--- src/rtl/scs_pkg.sv ---
// shared constants for the clock-stop serial port
package scs_pkg;
  localparam int          SCS_DATA_W      = 8;
  localparam int          SCS_FIFO_DEPTH  = 8;
  localparam int          SCS_DIV_W       = 8;
  localparam logic [1:0]  SCS_STOP_11     = 2'h3;
  localparam logic [1:0]  SCS_STOP_10     = 2'h2;
  localparam logic [7:0]  SCS_SLAVE_DIV   = 8'h01;
  localparam logic [7:0]  SCS_DIV_RESET   = 8'h01;
  localparam int          SCS_CLK_MHZ     = 40;
  localparam int          SCS_PERIOD_NS   = 25;

  typedef enum logic [5:0] {
    SCS_IDLE  = 6'h01,
    SCS_LEAD  = 6'h02,
    SCS_HIGH  = 6'h04,
    SCS_LOW   = 6'h08,
    SCS_TAIL  = 6'h10,
    SCS_SLAVE = 6'h20
  } scs_state_e;
endpackage

--- src/rtl/scs_fifo_if.sv ---
// valid/ready carrier between the port and its fifo
`timescale 1ns/1ps
interface scs_fifo_if #(parameter int W = 8);
  logic [W-1:0] data;
  logic         valid;
  logic         ready;
  modport src (output data, output valid, input ready);
  modport snk (input data, input valid, output ready);
endinterface

--- src/rtl/scs_fifo.sv ---
// small synchronous fifo with registered read data
`timescale 1ns/1ps
module scs_fifo #(
  parameter int W = 8,
  parameter int D = 8
) (
  input  wire logic clk_sys,
  input  wire logic reset_n,
  input  wire logic clk_en,
  scs_fifo_if.snk   wr,
  scs_fifo_if.src   rd
);
  localparam int AW = $clog2(D);
  logic [W-1:0] mem [D];
  logic [AW-1:0] wp, rp, next_wp, next_rp;
  logic [AW:0]   cnt, next_cnt;
  logic [W-1:0]  dout, next_dout;
  logic          dval, next_dval;
  logic          push, pop, load;

  always_comb begin
    push      = wr.valid && wr.ready;
    load      = (cnt != '0) && (!dval || rd.ready);
    pop       = load;
    next_wp   = push ? AW'(wp + 1'b1) : wp;
    next_rp   = pop ? AW'(rp + 1'b1) : rp;
    next_cnt  = cnt + (AW+1)'(push) - (AW+1)'(pop);
    next_dout = load ? mem[rp] : dout;
    next_dval = load ? 1'b1 : (rd.ready ? 1'b0 : dval);
  end

  // the output register holds a word too, so it counts towards the depth
  assign wr.ready = ((cnt + (AW+1)'(dval)) < (AW+1)'(D));
  assign rd.data  = dout;
  assign rd.valid = dval;

  always_ff @(posedge clk_sys) begin
    if (!reset_n) begin
      wp <= '0;
      rp <= '0;
      cnt <= '0;
      dout <= '0;
      dval <= 1'b0;
    end else if (clk_en) begin
      wp <= next_wp;
      rp <= next_rp;
      cnt <= next_cnt;
      dout <= next_dout;
      dval <= next_dval;
      if (push && wr.ready) begin
        mem[wp] <= wr.data;
      end
    end
  end
endmodule

--- src/rtl/scs_port.sv ---
// clock-stop serial port: generator, master/slave shifter, tx fifo
//
// Operation
// - shift period is input period times (1+divide)
// - high phase: div/2+1 even, (div+1)/2 odd
// - low phase: div/2 even, (div+1)/2 odd
// - source select 1 cpu clock, 0 pin
// - slave mode needs source 1, divide 1
// - master drives clock and frame, also receives data
// - select active low via polarity inversion
// - mode 11: select leads rise by period
// - mode 11: first bit high-phase after select
// - mode 11: select held low-phase after fall
// - mode 10: select leads fall by high-phase
// - mode 10: select held period after rise
// - sample input on rising clock edge; a slave with idle-high clock samples on the pin's falling edge
// - change output after falling clock edge; a slave with idle-high clock changes after the pin's rising edge
// - mode 10 master: tristate high-phase after rise
// - mode 10 slave: tristate after select rises
`timescale 1ns/1ps
module scs_port
  import scs_pkg::*;
#(
  parameter int DATA_W = SCS_DATA_W,
  parameter int DEPTH  = SCS_FIFO_DEPTH
) (
  input  wire logic              clk_sys,
  input  wire logic              reset_n,
  input  wire logic              clk_en,
  input  wire logic [1:0]        clock_stop_mode,
  input  wire logic              shift_clock_polarity,
  input  wire logic              generator_source_select,
  input  wire logic [7:0]        clock_divide_value,
  input  wire logic              tx_clock_direction,
  input  wire logic              tx_frame_direction,
  input  wire logic              tx_frame_polarity,
  input  wire logic              rx_frame_polarity,
  input  wire logic              ext_gen_clock,
  input  wire logic [DATA_W-1:0] tx_data,
  input  wire logic              tx_valid,
  output logic                   tx_ready,
  output logic [DATA_W-1:0]      rx_data,
  output logic                   rx_valid,
  output logic                   shift_clock_o,
  output logic                   shift_clock_oe,
  input  wire logic              shift_clock_i,
  output logic                   tx_frame_select_o,
  output logic                   tx_frame_select_oe,
  input  wire logic              tx_frame_select_i,
  input  wire logic              rx_frame_sync,
  output logic                   serial_data_out,
  output logic                   serial_data_oe,
  input  wire logic              serial_data_in,
  output logic                   config_error
);
  localparam int CW = $clog2(DATA_W + 1);

  scs_fifo_if #(.W(DATA_W)) in_if ();
  scs_fifo_if #(.W(DATA_W)) out_if ();

  assign in_if.data  = tx_data;
  assign in_if.valid = tx_valid;

  scs_fifo #(.W(DATA_W), .D(DEPTH)) u_fifo (
    .clk_sys (clk_sys),
    .reset_n (reset_n),
    .clk_en  (clk_en),
    .wr      (in_if.snk),
    .rd      (out_if.src)
  );

  // generator input tick; the external pin is edge-detected so S is one pin period
  logic ext_q, ext_rise, gen_tick;
  logic [7:0] h_len, l_len, hi_ph, lo_ph;
  always_comb begin
    ext_rise = ext_gen_clock && !ext_q;
    gen_tick = generator_source_select ? 1'b1 : ext_rise;
    if (clock_divide_value[0] == 1'b0 && clock_divide_value != 8'h00) begin
      h_len = (clock_divide_value >> 1) + 8'h01;
      l_len = clock_divide_value >> 1;
    end else begin
      h_len = 8'((9'(clock_divide_value) + 9'h001) >> 1);
      l_len = h_len;
    end
    // with an idle-high clock the pin low phase is the internal high one
    hi_ph = shift_clock_polarity ? l_len : h_len;
    lo_ph = shift_clock_polarity ? h_len : l_len;
  end

  wire master = tx_clock_direction && tx_frame_direction;
  // select as seen internally: active-high after polarity inversion
  wire sel_in = tx_frame_polarity ? !tx_frame_select_i : tx_frame_select_i;
  wire sel_rx = rx_frame_polarity ? !rx_frame_sync : rx_frame_sync;
  wire slave_sel = sel_in || sel_rx;
  wire mode11 = (clock_stop_mode == SCS_STOP_11);

  scs_state_e state, next_state;
  logic [7:0] ph_cnt, next_ph_cnt;
  logic [CW-1:0] bit_cnt, next_bit_cnt;
  logic [DATA_W-1:0] tsr, next_tsr, rsr, next_rsr;
  logic sclk, next_sclk, sel_act, next_sel_act, dout, next_dout, doe, next_doe;
  logic [DATA_W-1:0] rxd, next_rxd;
  logic rxv, next_rxv, pop;
  logic sclk_q, sel_q, next_sel_q, cfg_err, next_cfg_err;

  // a rising/falling edge of the logical shift clock (polarity removed)
  wire slv_clk  = shift_clock_i ^ shift_clock_polarity;
  wire slv_rise = slv_clk && !sclk_q;
  wire slv_fall = !slv_clk && sclk_q;
  // the registered clock pin rises at the next edge, whatever its idle level
  wire pin_rise = (sclk ^ shift_clock_polarity) && !shift_clock_o;

  assign out_if.ready = pop;

  always_comb begin
    next_state   = state;
    next_ph_cnt  = ph_cnt;
    next_bit_cnt = bit_cnt;
    next_tsr     = tsr;
    next_rsr     = rsr;
    next_sclk    = sclk;
    next_sel_act = sel_act;
    next_dout    = dout;
    next_doe     = doe;
    next_rxd     = rxd;
    next_rxv     = 1'b0;
    next_sel_q   = slave_sel;
    pop          = 1'b0;
    // slave clocking only works from a half-rate cpu-clocked generator
    next_cfg_err = !master && !(generator_source_select && clock_divide_value == SCS_SLAVE_DIV);
    case (state)
      SCS_IDLE: begin
        next_sclk = 1'b0;
        next_sel_act = 1'b0;
        if (master && out_if.valid && gen_tick) begin
          pop = 1'b1;
          next_tsr = out_if.data;
          next_sel_act = 1'b1;
          next_bit_cnt = CW'(DATA_W);
          // lead: mode 11 one period before rise, mode 10 one high phase
          next_ph_cnt = mode11 ? 8'(h_len + l_len) : h_len;
          next_doe = !mode11;
          next_dout = mode11 ? dout : out_if.data[DATA_W-1];
          next_state = SCS_LEAD;
        end else if (!master && slave_sel && !sel_q) begin
          next_state = SCS_SLAVE;
          next_bit_cnt = CW'(DATA_W);
          next_doe = 1'b1;
          if (out_if.valid) begin
            pop = 1'b1;
            next_tsr = out_if.data;
            next_dout = out_if.data[DATA_W-1];
          end else begin
            next_tsr = '0;
            next_dout = 1'b0;
          end
        end
      end
      SCS_LEAD: if (gen_tick) begin
        if (mode11 && ph_cnt == l_len + 8'h01) begin
          next_doe = 1'b1;
          next_dout = tsr[DATA_W-1];
        end
        if (ph_cnt <= 8'h01) begin
          next_ph_cnt = hi_ph;
          next_sclk = 1'b1;
          next_state = SCS_HIGH;
        end else begin
          next_ph_cnt = ph_cnt - 8'h01;
        end
      end
      SCS_HIGH: if (gen_tick) begin
        if (ph_cnt <= 8'h01) begin
          next_sclk = 1'b0;
          next_bit_cnt = bit_cnt - CW'(1);
          next_ph_cnt = (lo_ph == 8'h00) ? 8'h01 : lo_ph;
          if (bit_cnt != CW'(1)) begin
            if (!shift_clock_polarity) begin
              next_tsr = {tsr[DATA_W-2:0], 1'b0};
              next_dout = tsr[DATA_W-2];
            end
            next_state = SCS_LOW;
          end else begin
            next_ph_cnt = mode11 ? l_len : 8'(h_len + l_len);
            next_state = SCS_TAIL;
          end
        end else begin
          next_ph_cnt = ph_cnt - 8'h01;
        end
      end
      SCS_LOW: if (gen_tick) begin
        if (ph_cnt <= 8'h01) begin
          next_ph_cnt = hi_ph;
          next_sclk = 1'b1;
          if (shift_clock_polarity) begin
            // idle-high clock: the pin falls here, so the next bit goes out now
            next_tsr = {tsr[DATA_W-2:0], 1'b0};
            next_dout = tsr[DATA_W-2];
          end
          next_state = SCS_HIGH;
        end else begin
          next_ph_cnt = ph_cnt - 8'h01;
        end
      end
      SCS_TAIL: if (gen_tick) begin
        if (mode11 || ph_cnt == l_len + 8'h01) begin
          next_doe = mode11 ? 1'b0 : (ph_cnt > l_len + 8'h01 ? doe : 1'b0);
        end
        if (ph_cnt <= 8'h01) begin
          next_sel_act = 1'b0;
          next_doe = 1'b0;
          next_state = SCS_IDLE;
        end else begin
          next_ph_cnt = ph_cnt - 8'h01;
        end
      end
      SCS_SLAVE: begin
        if (slv_rise) begin
          next_rsr = {rsr[DATA_W-2:0], serial_data_in};
          next_bit_cnt = bit_cnt - CW'(1);
          if (bit_cnt == CW'(1)) begin
            next_rxd = {rsr[DATA_W-2:0], serial_data_in};
            next_rxv = 1'b1;
          end
        end
        if (slv_fall && bit_cnt != '0) begin
          next_tsr = {tsr[DATA_W-2:0], 1'b0};
          next_dout = tsr[DATA_W-2];
        end
        if (!slave_sel) begin
          next_doe = 1'b0;
          next_state = SCS_IDLE;
        end
      end
      default: next_state = SCS_IDLE;
    endcase
    // master samples where the clock pin rises; the last rise may fall in the tail
    if (master && state != SCS_IDLE && pin_rise) begin
      next_rsr = {rsr[DATA_W-2:0], serial_data_in};
      if (state == SCS_TAIL || (state == SCS_HIGH && bit_cnt == CW'(1))) begin
        next_rxd = {rsr[DATA_W-2:0], serial_data_in};
        next_rxv = 1'b1;
      end
    end
  end

  always_ff @(posedge clk_sys) begin
    if (!reset_n) begin
      state <= SCS_IDLE;
      ph_cnt <= '0;
      bit_cnt <= '0;
      tsr <= '0;
      rsr <= '0;
      sclk <= 1'b0;
      sel_act <= 1'b0;
      dout <= 1'b0;
      doe <= 1'b0;
      rxd <= '0;
      rxv <= 1'b0;
      ext_q <= 1'b0;
      sclk_q <= 1'b0;
      sel_q <= 1'b0;
      cfg_err <= 1'b0;
    end else if (clk_en) begin
      state <= next_state;
      ph_cnt <= next_ph_cnt;
      bit_cnt <= next_bit_cnt;
      tsr <= next_tsr;
      rsr <= next_rsr;
      sclk <= next_sclk;
      sel_act <= next_sel_act;
      dout <= next_dout;
      doe <= next_doe;
      rxd <= next_rxd;
      rxv <= next_rxv;
      ext_q <= ext_gen_clock;
      sclk_q <= slv_clk;
      sel_q <= next_sel_q;
      cfg_err <= next_cfg_err;
    end
  end

  // pin outputs registered once more so every output is a flip-flop
  always_ff @(posedge clk_sys) begin
    if (!reset_n) begin
      shift_clock_o <= 1'b0;
      shift_clock_oe <= 1'b0;
      tx_frame_select_o <= 1'b1;
      tx_frame_select_oe <= 1'b0;
      serial_data_out <= 1'b0;
      serial_data_oe <= 1'b0;
      rx_data <= '0;
      rx_valid <= 1'b0;
      tx_ready <= 1'b0;
      config_error <= 1'b0;
    end else if (clk_en) begin
      shift_clock_o <= sclk ^ shift_clock_polarity;
      shift_clock_oe <= master;
      tx_frame_select_o <= tx_frame_polarity ? !sel_act : sel_act;
      tx_frame_select_oe <= master;
      serial_data_out <= dout;
      serial_data_oe <= doe;
      rx_data <= rxd;
      rx_valid <= rxv;
      tx_ready <= in_if.ready;
      config_error <= cfg_err;
    end
  end

  chk_idle_clock_stopped: assert property (@(posedge clk_sys) disable iff (!reset_n)
    (state == SCS_IDLE) |-> !sclk)
    else $error("shift clock not stopped in idle");
  chk_select_before_rise: assert property (@(posedge clk_sys) disable iff (!reset_n)
    $rose(sclk) |-> sel_act)
    else $error("clock rose without select");
  chk_tail_keeps_select: assert property (@(posedge clk_sys) disable iff (!reset_n)
    (state == SCS_TAIL) |-> sel_act)
    else $error("select dropped during tail");
  chk_slave_tristate: assert property (@(posedge clk_sys) disable iff (!reset_n)
    (state == SCS_SLAVE && !slave_sel && clk_en) |=> !doe)
    else $error("slave kept driving after deselect");
  chk_lead_select_low: assert property (@(posedge clk_sys) disable iff (!reset_n)
    (state == SCS_LEAD) |-> (sel_act && !sclk))
    else $error("clock moved during select lead");
  chk_idle_select_high: assert property (@(posedge clk_sys) disable iff (!reset_n)
    (state == SCS_IDLE) |-> !sel_act)
    else $error("select active while idle");
  chk_slave_config_flag: assert property (@(posedge clk_sys) disable iff (!reset_n)
    (clk_en && !master && !(generator_source_select && clock_divide_value == SCS_SLAVE_DIV))
    |=> cfg_err)
    else $error("bad slave clocking not flagged");
endmodule

--- config.mk ---
export PLATFORM = sky130hd
export DESIGN_NAME = scs_port
export DESIGN_NICKNAME = d
export VERILOG_FILES = /design/src/rtl/scs_pkg.sv /design/src/rtl/scs_fifo_if.sv /design/src/rtl/scs_fifo.sv /design/src/rtl/scs_port.sv
export SDC_FILE = /design/constraint.sdc
export NUM_CORES = 1
export LEC_CHECK = 0
export BUFFER_PORTS_ARGS = -buffer_cell sky130_fd_sc_hd__buf_2
export CAP_MARGIN = 20
export CELL_PAD_IN_SITES_DETAIL_PLACEMENT = 0
export CELL_PAD_IN_SITES_GLOBAL_PLACEMENT = 1
export CORE_UTILIZATION = 35
export CTS_BUF_LIST = sky130_fd_sc_hd__clkbuf_2
export CTS_CLUSTER_SIZE = 14
export DETAILED_ROUTE_END_ITERATION = 12
export PLACE_DENSITY_LB_ADDON = 0.1
export SYNTH_ARGS = -nofsm -noshare
export SYNTH_HDL_FRONTEND = slang
export SYNTH_SLANG_ARGS = --single-unit
--- constraint.sdc ---
create_clock -name clk_sys -period 10.2 [get_ports clk_sys]
set_input_delay 0.51 -clock clk_sys [delete_from_list [all_inputs] [get_ports clk_sys]]
set_output_delay 0.51 -clock clk_sys [all_outputs]
set_load 0.05 [all_outputs]
# == Word level (Yosys, flattened, before mapping) ==
# Memories as Yosys holds them, arrays and structs flattened. A register that Yosys moved wholly into a read port is not among the register bits.
# Cells that the tools add are included.
# op_classes
n_addsub,11
n_mul,0
div,0
order_cmp,3
n_eq_ne,34
n_shift,0
mux,105
bitwise,3
reduce_logical,64
# op_table
operator,count
$mux 8,31
$pmux 8 s4,2
$mux 6,9
$mux 1,48
$ne 2x2->1 const B,16
$pmux 6 s5,1
$mux 7,3
$logic_and 1x1->1,20
$mux 4,5
$reduce_bool 4->1,5
$reduce_and 9->1,2
$reduce_and 14->1,1
$logic_not 1->1,13
$pmux 4 s3,1
$reduce_and 6->1,2
$reduce_and 11->1,1
$add 8x1->9 const B,1
$ne 3x3->1 const B,3
$add 4x1->4,2
$add 7x1->8 const B,1
$add 8x1->8 const B,1
$add 8x8->8,1
$eq 8x1->1 const B,1
$eq 8x8->1,1
37 further kinds,49
# word_totals
reg_bits,77
latchBits,0
mem_bits_rw,64
mem_bits_ro,0
inputBits,33
out_inout_bits,17
word_cells,249
mem_count,1
# mem_list
memory,depth,width,rd,rd_clocked_by_memory_dff,write_ports,line_no,source
u_fifo.mem,8,8,1,1,1,scs_fifo.sv:14,logic [W-1:0] mem [D];

# == Logic depth before layout (Yosys ltp) ==
# Gate-level depths: netlist of run 1.
# logic_depth
ltp_word,12
depth_mapped,16
mapped_depth_nobuf,15

# == Cells and area by module ==
# A second synthesis of run 1 with hierarchy kept.
# unflattened
cells_unflattened,861
hier_area_um2,8465.6
# by_module_without_submodules
mod,n_inst,cells_each,area_each_um2
scs_port,1,662,5089.9
scs_fifo,1,199,3375.7

# == Least setup slack after synthesis of run 1 ==
# No wires, ideal clock.
# synth_path
kind,in2reg
from,in clock_divide_value[0]
to,reg dout
setup_ps,128
t_arrival_ps,3775
path_slack_ps,6298
cell_stages,16
cell_sequence,clkbuf_1 inv_1 ha_1 nor3b_1 a21oi_1 mux2_2 ha_1 nand3_1 xnor2_1 ha_1 nand4_1 o31ai_1 o21ai_0 a2111oi_2 mux2i_1 nor2_1
# synth_via
elab_chain_len,8
word_cells_on_any_way,10
# synth_rtl
item,line_no,source
"start, declared",scs_port.sv:33,"input wire logic [7:0] clock_divide_value,"
"parallel branches: the longest is 2 deep, another holds $add 8x1->9",n/a,
$mux 8 (*),scs_port.sv:78,if (clock_divide_value[0] == 1'b0 && clock_divide_value != 8'h00) begin
$add 8x1->8 (*),scs_port.sv:160,if (mode11 && ph_cnt == l_len + 8'h01) begin
$eq 8x8->1 (*),scs_port.sv:160,
$logic_and 1x1->1 (*),scs_port.sv:160,
$ne 2x2->1 (no source line) (*),n/a,
$reduce_and 14->1 (no source line) (*),n/a,
"end signal, assigned",scs_port.sv:272,dout <= next_dout;
"end, declared",scs_port.sv:101,"logic sclk, next_sclk, sel_act, next_sel_act, dout, next_dout, doe, next_doe;"
# Mark *: on every way between the ends.
# A chain may end at the register's enable or synchronous reset.

# == Worst setup path after layout of run 1 ==
# Ends and elaborated chain as after synthesis.

==> impl_metrics.env, run 1 <==
export IMPL_crit_path_cell_trace="buf_2 > inv_1 > ha_1 > nor3b_1 > a21oi_1 > o21ai_1 > ha_1 > nand3_1 > xnor2_1 > ha_1 > nand4_1 > o31ai_1 > o21ai_0 > a2111oi_2 > mux2i_1 > nor2_1"
export IMPL_hold_class="input pin to flip-flop"
export IMPL_drtIter0Drc=382
export IMPL_hold_buffers=9
export IMPL_crit_family="compound AO/OA/AOI/OAI gates"
export IMPL_r2r_end="u_fifo.cnt[2]"
export IMPL_cts_buffers=17
export IMPL_antenna_found_initial=1
export IMPL_utilization=0.3905
export IMPL_final_cell_mix="nor2_1 (116), dfxtp_1 (85), edfxtp_1 (64)"
export IMPL_startpoint="clock_divide_value[0]"
export IMPL_wl_um=23490
export IMPL_synth_edf_count=64
export IMPL_syn_avg_cell_area_um2=10.07
export IMPL_dp_hpwl_um=16510
export IMPL_routed_via_density=5.444
export IMPL_p_comb_frac=0.336
export IMPL_drive_gt1_frac=0.1617
export IMPL_numClockSinks=149
export IMPL_detail_route_wl_per_cell_um=19.61
export IMPL_pin_count=50
export IMPL_cap_violations=0
export IMPL_clkTransAtPathRegs_ns=0.30
export IMPL_nets=932
export IMPL_sequentialPowerShare=0.459
export IMPL_core_mm2=0.02340
export IMPL_grt_pass1_wl_um=36710
export IMPL_post_cts_resized=0
export IMPL_reg2reg_from="state[3]"
export IMPL_cp_max_fo=17
export IMPL_grt_max_degree=77
export IMPL_drc_errors=0
export IMPL_ys_ff_latch=149
export IMPL_overflow=0
export IMPL_period_needed_ns=3.517
export IMPL_worst_setup_path_start_kind="input pin"
export IMPL_num_rows=56
export IMPL_dieArea_mm2=0.02443
export IMPL_crit_path_end="dout"
export IMPL_synth_warnings=0
export IMPL_finClkSkew_ns=0.07531
export IMPL_syn_num_nets=894
export IMPL_track_usage=0.1993
export IMPL_arrival_ns=4.17
export IMPL_syn_cell_area_mm2=0.008332
export IMPL_swShare=0.3850
export IMPL_yosysTopAreaCellShare=0.2307
export IMPL_drt_pre_antenna_iters=5
export IMPL_path_common_cell="ha_1"
export IMPL_cts_setup_buffers=0
export IMPL_rsz0062_at_grt="no"
export IMPL_max_freq_ghz=0.2844
export IMPL_cts_tree="done"
export IMPL_r2r_slack_ns=6.86
export IMPL_crit_type="input pin to flip-flop"
export IMPL_clkLatencyLatePin_ns=0.74
export IMPL_worst_pin_slew_ns=0.9703
export IMPL_peakVddDrop_v=0.00009805
export IMPL_async_reset_ff_frac=0
export IMPL_cp_num_cells=16
export IMPL_start_util=0.3560
export IMPL_synth_distinct_cells=80
export IMPL_fin_tns_setup_ns=0
export IMPL_layout_cells_most_common="nor2_1"
export IMPL_syn_to_final_growth_pct=9.671
export IMPL_crit_slowest_cell="o21ai_1"
export IMPL_power_density_mw_per_mm2=171.2
export IMPL_cp_required_ns=10.85
export IMPL_cts_root_buf="clkbuf_2"
export IMPL_fin_crit_sh=0.3448
export IMPL_antenna_left=0
export IMPL_die_x_um=156.3
export IMPL_via_count=6522
export IMPL_yosys_area_top_type="edfxtp_1"
export IMPL_synth_area_leaders="edfxtp_1 (23%), dfxtp_1 (20%), mux2i_1 (6.4%), nor2_1 (5.2%), ha_1 (5.0%)"
export IMPL_drv_slew=0
export IMPL_status="finished clean"
export IMPL_worst_r2r_cell_count=13
export IMPL_setup_viol=0
export IMPL_numPortBuffers=49
export IMPL_final_hold_viol_count=0
export IMPL_worst_setup_path_end_kind="flip-flop"
export IMPL_leakagePower_nw=3.481
export IMPL_synthCells=827
export IMPL_p_switching_uw=602.1
export IMPL_p_int_uw=961.9
export IMPL_gp_congestion=0.8840
export IMPL_slew_headroom=0.3507
export IMPL_fill_cells=2408
export IMPL_yosysSeqAreaShare=0.4349
export IMPL_die_y_um=156.3
export IMPL_h_tree_depth=4
export IMPL_cpPeakStageDelay_ns=0.48
export IMPL_clock_power_share=0.205
export IMPL_critPathBufInv=2
export IMPL_yosys_most_used_dff="dfxtp_1"
export IMPL_grt_pass1_vias=6431
export IMPL_cts_max_path_buffers=2
final cells by class:
cell class	count	area, µm²	share of cell area
antenna	1	2.502	0.0002739
sequential	149	3623	0.3966
timing repair buffer	67	400.4	0.04382
inverter	29	108.9	0.01191
clock buffer	17	85.08	0.009311
clock inverter	15	117.6	0.01287
multi-input combinational	601	4400	0.4816
tap	319	399.1	0.04368
stage by stage:
| step | hold slack, ns | cell area [µm²] | std cells | total power [mW] | setup slack (ns) |
|---|---|---|---|---|---|
| 6_report | 0.07307 | 9138 | 1198 | 1.564 | 6.683 |
| 5_1_grt | 0.02113 | 9138 | 1198 | 1.666 | 6.473 |
| 4_1_cts | 0.003494 | 9135 | 1197 | 1.584 | 6.744 |
| 3_5_place_dp | 0.4640 | 8842 | 1156 | 1.256 | 5.901 |
| 3_3_place_gp | 0.4545 | 8837 | 1155 | 1.246 | 5.970 |
| 2_1_floorplan | 0.4450 | 8332 | 827 | 1.126 | 6.298 |
per-layer routing:
metal,part of all wire,global-route usage
met1,0.44,0.2482
met2,0.49,0.3444
met3,0.037,0.02852
met4,0.027,0.08310
met5,0,0
cell families after synthesis:
kind of cell / synth area share
simple gates: 0.1703
compound gates: 0.1362
flops: 0.4349
mux: 0.1231
buf+inv: 0.03934
xor+xnor: 0.04415
fa+ha+maj: 0.05196
power groups by stage:
stage	registers (mW)	clock network (mW)	logic, mW
global route	0.725	0.356	0.584
detailed placement	0.731	0	0.525
finish	0.718	0.321	0.526
CTS	0.719	0.334	0.531
global placement	0.730	0	0.516
floorplan	0.714	0	0.412
how the worst min path moves through the flow:
stage / startpoint / end / slack, ns / cells after the start
2_1_floorplan: cfg_err / cfg_err / 0.45 / 2
3_3_place_gp: rxv / rxv / 0.45 / 2
3_5_place_dp: cfg_err / cfg_err / 0.46 / 2
4_1_cts: ext_gen_clock / ext_q / 0.003 / 3
5_1_grt: ext_gen_clock / ext_q / 0.02 / 3
6_report: ext_gen_clock / ext_q / 0.07 / 3
cells in the mapped netlist, drive strengths merged, types with 3 or more instances:
| library cell | instances |
|---|---|
| inv | 29 |
| edfxtp | 64 |
| and2 | 5 |
| mux2 | 12 |
| o221ai | 4 |
| nor2 | 116 |
| xnor2 | 24 |
| nand2 | 52 |
| nor3 | 12 |
| a21boi | 3 |
| o21ai | 32 |
| nand4 | 11 |
| nand3 | 25 |
| a211oi | 16 |
| o211ai | 10 |
| nand2b | 5 |
| nand4b | 4 |
| ha | 33 |
| or3 | 3 |
| o31ai | 5 |
| and3 | 8 |
| mux4 | 16 |
| nor4 | 7 |
| a311oi | 11 |
| xor2 | 18 |
| a22oi | 3 |
| mux2i | 53 |
| nor3b | 4 |
| or4 | 3 |
| a31oi | 8 |
| and4b | 3 |
| a21oi | 36 |
| o22ai | 4 |
| buf | 21 |
| dfxtp | 85 |
| or2 | 5 |
| a21o | 6 |
| clkbuf | 27 |
| nand3b | 8 |
| a221oi | 5 |
tightest hold or removal path: cells and delay by family:
family	cells	cell delay, ns
mux	1	0.06
simple gates	1	0.07
buf+inv	1	0.08
state kept, by name (all words and copies together) (netlist names), 3 cells and up:
signal and flops:
u_fifo.mem 64, ph_cnt 8, rx_data 8, rxd 8, tsr 8, u_fifo.rd.data 8, rsr 7, state 6
bit_cnt 4, u_fifo.cnt 4, u_fifo.rp 3, u_fifo.wp 3
No activity file was read; power rests on OpenSTA's default activity.
==> run 2, diff against run 1 <==
Clock period 10.2 ns to 3.1 ns, I/O delays scaled along.
==> impl_metrics.env, run 2 (synthesis results as in run 1) <==
export IMPL_status="finished clean"
export IMPL_hold_class="input pin to flip-flop"
export IMPL_num_rows=56
export IMPL_h_tree_depth=4
export IMPL_final_cell_mix="nor2_1 (116), dfxtp_1 (84), buf_4 (71)"
export IMPL_fin_tns_setup_ns=0
export IMPL_r2r_slack_ns=0.09
export IMPL_numClockSinks=149
export IMPL_grt_max_degree=77
export IMPL_detail_route_wl_per_cell_um=18.49
export IMPL_max_freq_ghz=0.3325
export IMPL_grt_pass1_wl_um=37560
export IMPL_path_common_cell="nor2_1"
export IMPL_cp_required_ns=3.69
export IMPL_largest_reg_flops=64
export IMPL_nets=1010
export IMPL_cap_violations=0
export IMPL_arrival_ns=3.60
export IMPL_reg2reg_from="state[1]"
export IMPL_leakagePower_nw=3.885
export IMPL_dieArea_mm2=0.02443
export IMPL_drive_gt1_frac=0.2176
export IMPL_via_count=6733
export IMPL_track_usage=0.2014
export IMPL_worst_setup_path_end_kind="flip-flop"
export IMPL_cts_tree="done"
export IMPL_crit_slowest_cell="or4_4"
export IMPL_dp_hpwl_um=17060
export IMPL_layout_cells_most_common="nor2_1"
export IMPL_power_density_mw_per_mm2=558.3
export IMPL_die_y_um=156.3
export IMPL_pin_count=50
export IMPL_drv_slew=0
export IMPL_grt_pass1_vias=6788
export IMPL_antenna_left=0
export IMPL_cts_root_buf="clkbuf_2"
export IMPL_cp_max_fo=3
export IMPL_syn_to_final_growth_pct=18.13
export IMPL_clkLatencyLatePin_ns=0.74
export IMPL_top_register="u_fifo.mem"
export IMPL_start_util=0.3560
export IMPL_crit_path_cell_trace="or4_4 > nand3b_4 > a211o_1 > a32oi_2 > ha_1 > inv_1 > ha_2 > inv_2 > fa_2 > xor2_1 > nor2_1 > a21oi_1 > nor2_1"
export IMPL_overflow=0
export IMPL_die_x_um=156.3
export IMPL_worst_pin_slew_ns=0.8782
export IMPL_drt_pre_antenna_iters=5
export IMPL_finClkSkew_ns=0.05696
export IMPL_cts_max_path_buffers=2
export IMPL_worstHoldStart="clock_divide_value[7]"
export IMPL_fin_crit_sh=0.9701
export IMPL_startpoint="state[1]"
export IMPL_clkTransAtPathRegs_ns=0.30
export IMPL_crit_type="flip-flop to flip-flop"
export IMPL_wl_um=23590
export IMPL_cpPeakStageDelay_ns=0.54
export IMPL_core_mm2=0.02340
export IMPL_worst_setup_path_start_kind="flip-flop"
export IMPL_slew_headroom=0.4138
export IMPL_antenna_found_initial=1
export IMPL_period_needed_ns=3.007
export IMPL_routed_via_density=5.277
export IMPL_peakVddDrop_v=0.0003340
export IMPL_setup_viol=0
export IMPL_power_mw=5.495
export IMPL_drc_errors=0
export IMPL_cts_buffers=17
export IMPL_final_hold_viol_count=0
export IMPL_rsz0062_at_grt="yes"
export IMPL_gp_congestion=0.8621
export IMPL_drtIter0Drc=344
export IMPL_numPortBuffers=49
-- run 2: what timing repair did --
action / 4_1_cts / 5_1_grt
hold buffers: 25 / 0
buffers inserted: 0 / 1
hold endpoints to repair: 91 / 0
gates resized for setup: 0 / 4
setup endpoints to repair: 0 / 2
-- run 2: final cells by class --
cell class	instances	area [µm²]
Timing Repair Buffer	145	1028
Multi-Input combinational cell	601	4404
Clock inverter	15	188.9
Clock buffer	17	85.08
Sequential cell	149	3625
Tap cell	319	399.1
Inverter	29	108.9
Antenna cell	1	2.502
Fill cell	2363	13560
-- run 2: worst max-delay path, delay by kind of cell, from the launching register on --
family,cells,cell delay [ns]
AO/OA/AOI/OAI,3,0.65
buffers and inverters,2,0.10
XOR/XNOR,1,0.14
adder cells (fa/ha/maj),3,0.78
flip-flops,1,0.38
AND/OR/NAND/NOR,4,0.83
-- run 2: per-stage QoR --
stage / worst slack (ns) / hold slack (ns) / area [µm²] / utilization / instances
after floorplan: 0.004586 / 0.2539 / 8356 / - / 827
after global placement: 0.003608 / 0.4056 / 9301 / 0.3975 / 1217
after detailed placement: -0.004626 / 0.4142 / 9301 / 0.3975 / 1217
after CTS: 0.01204 / 0.03323 / 9826 / 0.4199 / 1274
after global routing: -0.09177 / 0.1128 / 9842 / 0.4206 / 1276
final: 0.09257 / 0.1534 / 9842 / 0.4206 / 1276
-- run 2: report_power, final --
part           total (mW)  switching, mW  internal [mW]
Clock                1.26          0.839          0.417
Sequential           2.34          0.150           2.19
Combinational        1.90           1.03          0.863
-- run 2: metal layers --
metal  part of all wire  GRT usage  vias up  wire [µm]
met5                  0          0        -          0
met4              0.023    0.06209        0        536
met3              0.032    0.03102       35        758
met2               0.49     0.3497      154      11640
met1               0.45     0.2562     3261      10660
li1                   -          -     3283          -
-- run 2: path summary, 6_finish.rpt --
path,endpoint,depth (start not counted)
worst min-delay path,ph_cnt[6],6
worst max-delay path,u_fifo.cnt[2],13
worst max register to register,u_fifo.cnt[2],13
worst min register to register,tsr[4],2
==> run 3, diff against run 2 <==
Settings changed: ABC_AREA set to 1.
==> impl_metrics.env, run 3 <==
export IMPL_syn_cell_area_mm2=0.008454
export IMPL_drt_pre_antenna_iters=5
export IMPL_p_int_mw=3.704
export IMPL_cts_buffers=17
export IMPL_setup_viol=0
export IMPL_cts_tree="done"
export IMPL_die_y_um=157.4
export IMPL_clock_power_share=0.190
export IMPL_period_needed_ns=2.799
export IMPL_grt_pass1_vias=7251
export IMPL_p_comb_frac=0.431
export IMPL_layout_cells_most_common="nand2_1"
export IMPL_pin_count=50
export IMPL_sequentialPowerShare=0.379
export IMPL_cts_root_buf="clkbuf_2"
export IMPL_syn_to_final_growth_pct=18.10
export IMPL_synth_common_cells="nand2_1 (223), inv_1 (98), nor2_1 (93), nand3_1 (89), dfxtp_1 (85)"
export IMPL_p_switching_mw=2.904
export IMPL_cp_required_ns=3.77
export IMPL_final_cell_mix="nand2_1 (223), inv_1 (98), nor2_1 (93)"
export IMPL_cp_max_fo=5
export IMPL_peakVddDrop_v=0.0002272
export IMPL_yosys_most_used_dff="dfxtp_1"
export IMPL_max_freq_ghz=0.3573
export IMPL_numClockSinks=149
export IMPL_placed_cell_area_mm2=0.009395
export IMPL_num_rows=56
export IMPL_worst_setup_path_start_kind="input pin"
export IMPL_clkLatencyLatePin_ns=0.74
export IMPL_gp_congestion=0.8306
export IMPL_h_tree_depth=4
export IMPL_largest_reg_flops=64
export IMPL_clkTransAtPathRegs_ns=0.25
export IMPL_yosysTopAreaCellShare=0.2273
export IMPL_final_hold_viol_count=0
export IMPL_arrival_ns=3.47
export IMPL_async_reset_ff_frac=0
export IMPL_ys_ff_latch=149
export IMPL_nets=1266
export IMPL_power_mw=6.609
export IMPL_start_util=0.3580
export IMPL_worst_pin_slew_ns=0.9149
export IMPL_track_usage=0.2044
export IMPL_synth_most_common_cell="nand2_1"
export IMPL_status="finished clean"
export IMPL_dp_hpwl_um=17100
export IMPL_synth_edf_count=64
export IMPL_detail_route_wl_per_cell_um=15.71
export IMPL_power_density_mw_per_mm2=661.9
export IMPL_syn_avg_cell_area_um2=7.857
export IMPL_routed_via_density=4.845
export IMPL_synth_area_leaders="edfxtp_1 (23%), dfxtp_1 (20%), nand2_1 (9.9%), nand3_1 (5.3%), ha_1 (4.9%)"
export IMPL_drv_slew=0
export IMPL_die_x_um=157.4
export IMPL_hold_class="input pin to flip-flop"
export IMPL_via_count=7423
export IMPL_antenna_found_initial=1
export IMPL_fin_tns_setup_ns=0
export IMPL_crit_path_cell_trace="dlygate4sd3_1 > buf_2 > inv_2 > nand2_1 > nor2_2 > nand2_4 > nand2_8 > nand2_2 > nand2_4 > inv_4 > nor3_1 > nand3_1 > nor2_1 > a21oi_1 > ha_1 > nand4_1 > nor2_1 > nand2_1 > nand2_1 > nand4_1 > nor4_2 > o21ai_0 > a21oi_1"
export IMPL_yosysSeqAreaShare=0.4286
export IMPL_drtIter0Drc=414
export IMPL_leakagePower_nw=4.393
export IMPL_fin_crit_sh=0.9028
export IMPL_synth_distinct_cells=54
export IMPL_core_mm2=0.02361
export IMPL_worst_setup_path_end_kind="flip-flop"
export IMPL_grt_max_degree=39
export IMPL_syn_num_nets=1143
export IMPL_utilization=0.4228
export IMPL_numPortBuffers=49
export IMPL_antenna_left=0
export IMPL_cpPeakStageDelay_ns=0.53
export IMPL_synth_warnings=0
export IMPL_overflow=0
export IMPL_wl_um=24070
export IMPL_rsz0062_at_grt="no"
export IMPL_path_common_cell="nand2_1"
export IMPL_swShare=0.4395
export IMPL_drive_gt1_frac=0.1972
export IMPL_synthCells=1076
export IMPL_top_register="u_fifo.mem"
export IMPL_crit_slowest_cell="dlygate4sd3_1"
export IMPL_yosys_area_top_type="edfxtp_1"
export IMPL_crit_type="input pin to flip-flop"
export IMPL_grt_pass1_wl_um=38450
export IMPL_finClkSkew_ns=0.05558
export IMPL_cap_violations=0
export IMPL_stdcell_area_mm2=0.009985
export IMPL_dieArea_mm2=0.02478
export IMPL_drc_errors=0
export IMPL_cts_max_path_buffers=2
export IMPL_slew_headroom=0.3894
[run 3: changes by cell type after synthesis, moves of 38 or more]
cell	previous run	this run
nand2_1	51	223
inv_1	29	98
nand3_1	25	89
mux2i_1	53	0
o21ai_0	30	71
a21oi_1	35	73
[run 3: repair_timing]
action,4_1_cts,5_1_grt
gates resized for setup,0,2
setup buffers,0,0
endpoints found under the setup margin,0,1
hold endpoints to repair,109,0
hold buffers,30,0
[run 3: critical path: cells and delay by family]
| family | cells | cell delay [ns] |
|---|---|---|
| AND/OR/NAND/NOR | 15 | 1.95 |
| adder cells (fa/ha/maj) | 1 | 0.30 |
| buffers and inverters | 4 | 0.75 |
| AO/OA/AOI/OAI | 3 | 0.33 |
[run 3: kinds of logic (layout without fill, tap and decap cells)]
group / count (synthesis) / in the layout / share of synthesized area
AND/OR/NAND/NOR: 485 / 485 / 0.2651
AO/OA/AOI/OAI: 214 / 214 / 0.1486
buffers and inverters: 172 / 308 / 0.08287
flip-flops: 149 / 149 / 0.4286
adder cells (fa/ha/maj): 34 / 34 / 0.05121
XOR/XNOR: 22 / 22 / 0.02368
other: 0 / 1 / 0
[run 3: power by group through the flow]
stage	logic [mW]	clock network [mW]	registers (mW)
after detailed placement	2.80	0	2.55
after global routing	3.21	1.40	2.54
after CTS	2.85	1.30	2.51
final	2.85	1.25	2.51
after global placement	2.81	0	2.55
after floorplan	2.00	0	2.54
[run 3: path summary, 6_finish.rpt]
check,startpoint,end,slack [ns],cells past startpoint
worst max-delay path,clock_divide_value[3],dout,0.30,23
worst min-delay path,shift_clock_polarity,shift_clock_o,0.09,5
worst max register to register,state[5],u_fifo.cnt[3],0.51,16
worst min register to register,rsr[6],rxd[7],0.47,2
[run 3: final cells by class]
class,count,area [µm²]
diodes,1,2.502
clock buffers,18,90.09
clock inverters,14,185.2
fillers,2498,13630
inverters,132,509.2
multi-input cells,755,4141
flip-flops and latches,149,3623
well taps,319,399.1
repair buffers,144,1033
[run 3: metal layers]
layer | GRT usage | up-vias | part of all wire
met5 | 0 | - | 0
met4 | 0.07027 | 0 | 0.021
met3 | 0.03056 | 31 | 0.028
met2 | 0.3483 | 117 | 0.48
met1 | 0.2624 | 3426 | 0.47
li1 | - | 3849 | -
[run 3: per-stage QoR]
stage	hold WS, ns	std cells	setup slack (ns)
finish	0.09055	1532	0.3015
global route	0.03961	1532	0.02295
CTS	0.02546	1531	0.2243
detailed placement	0.4164	1469	-0.1771
global placement	0.4165	1469	-0.06453
floorplan	0.2539	1076	0.1493
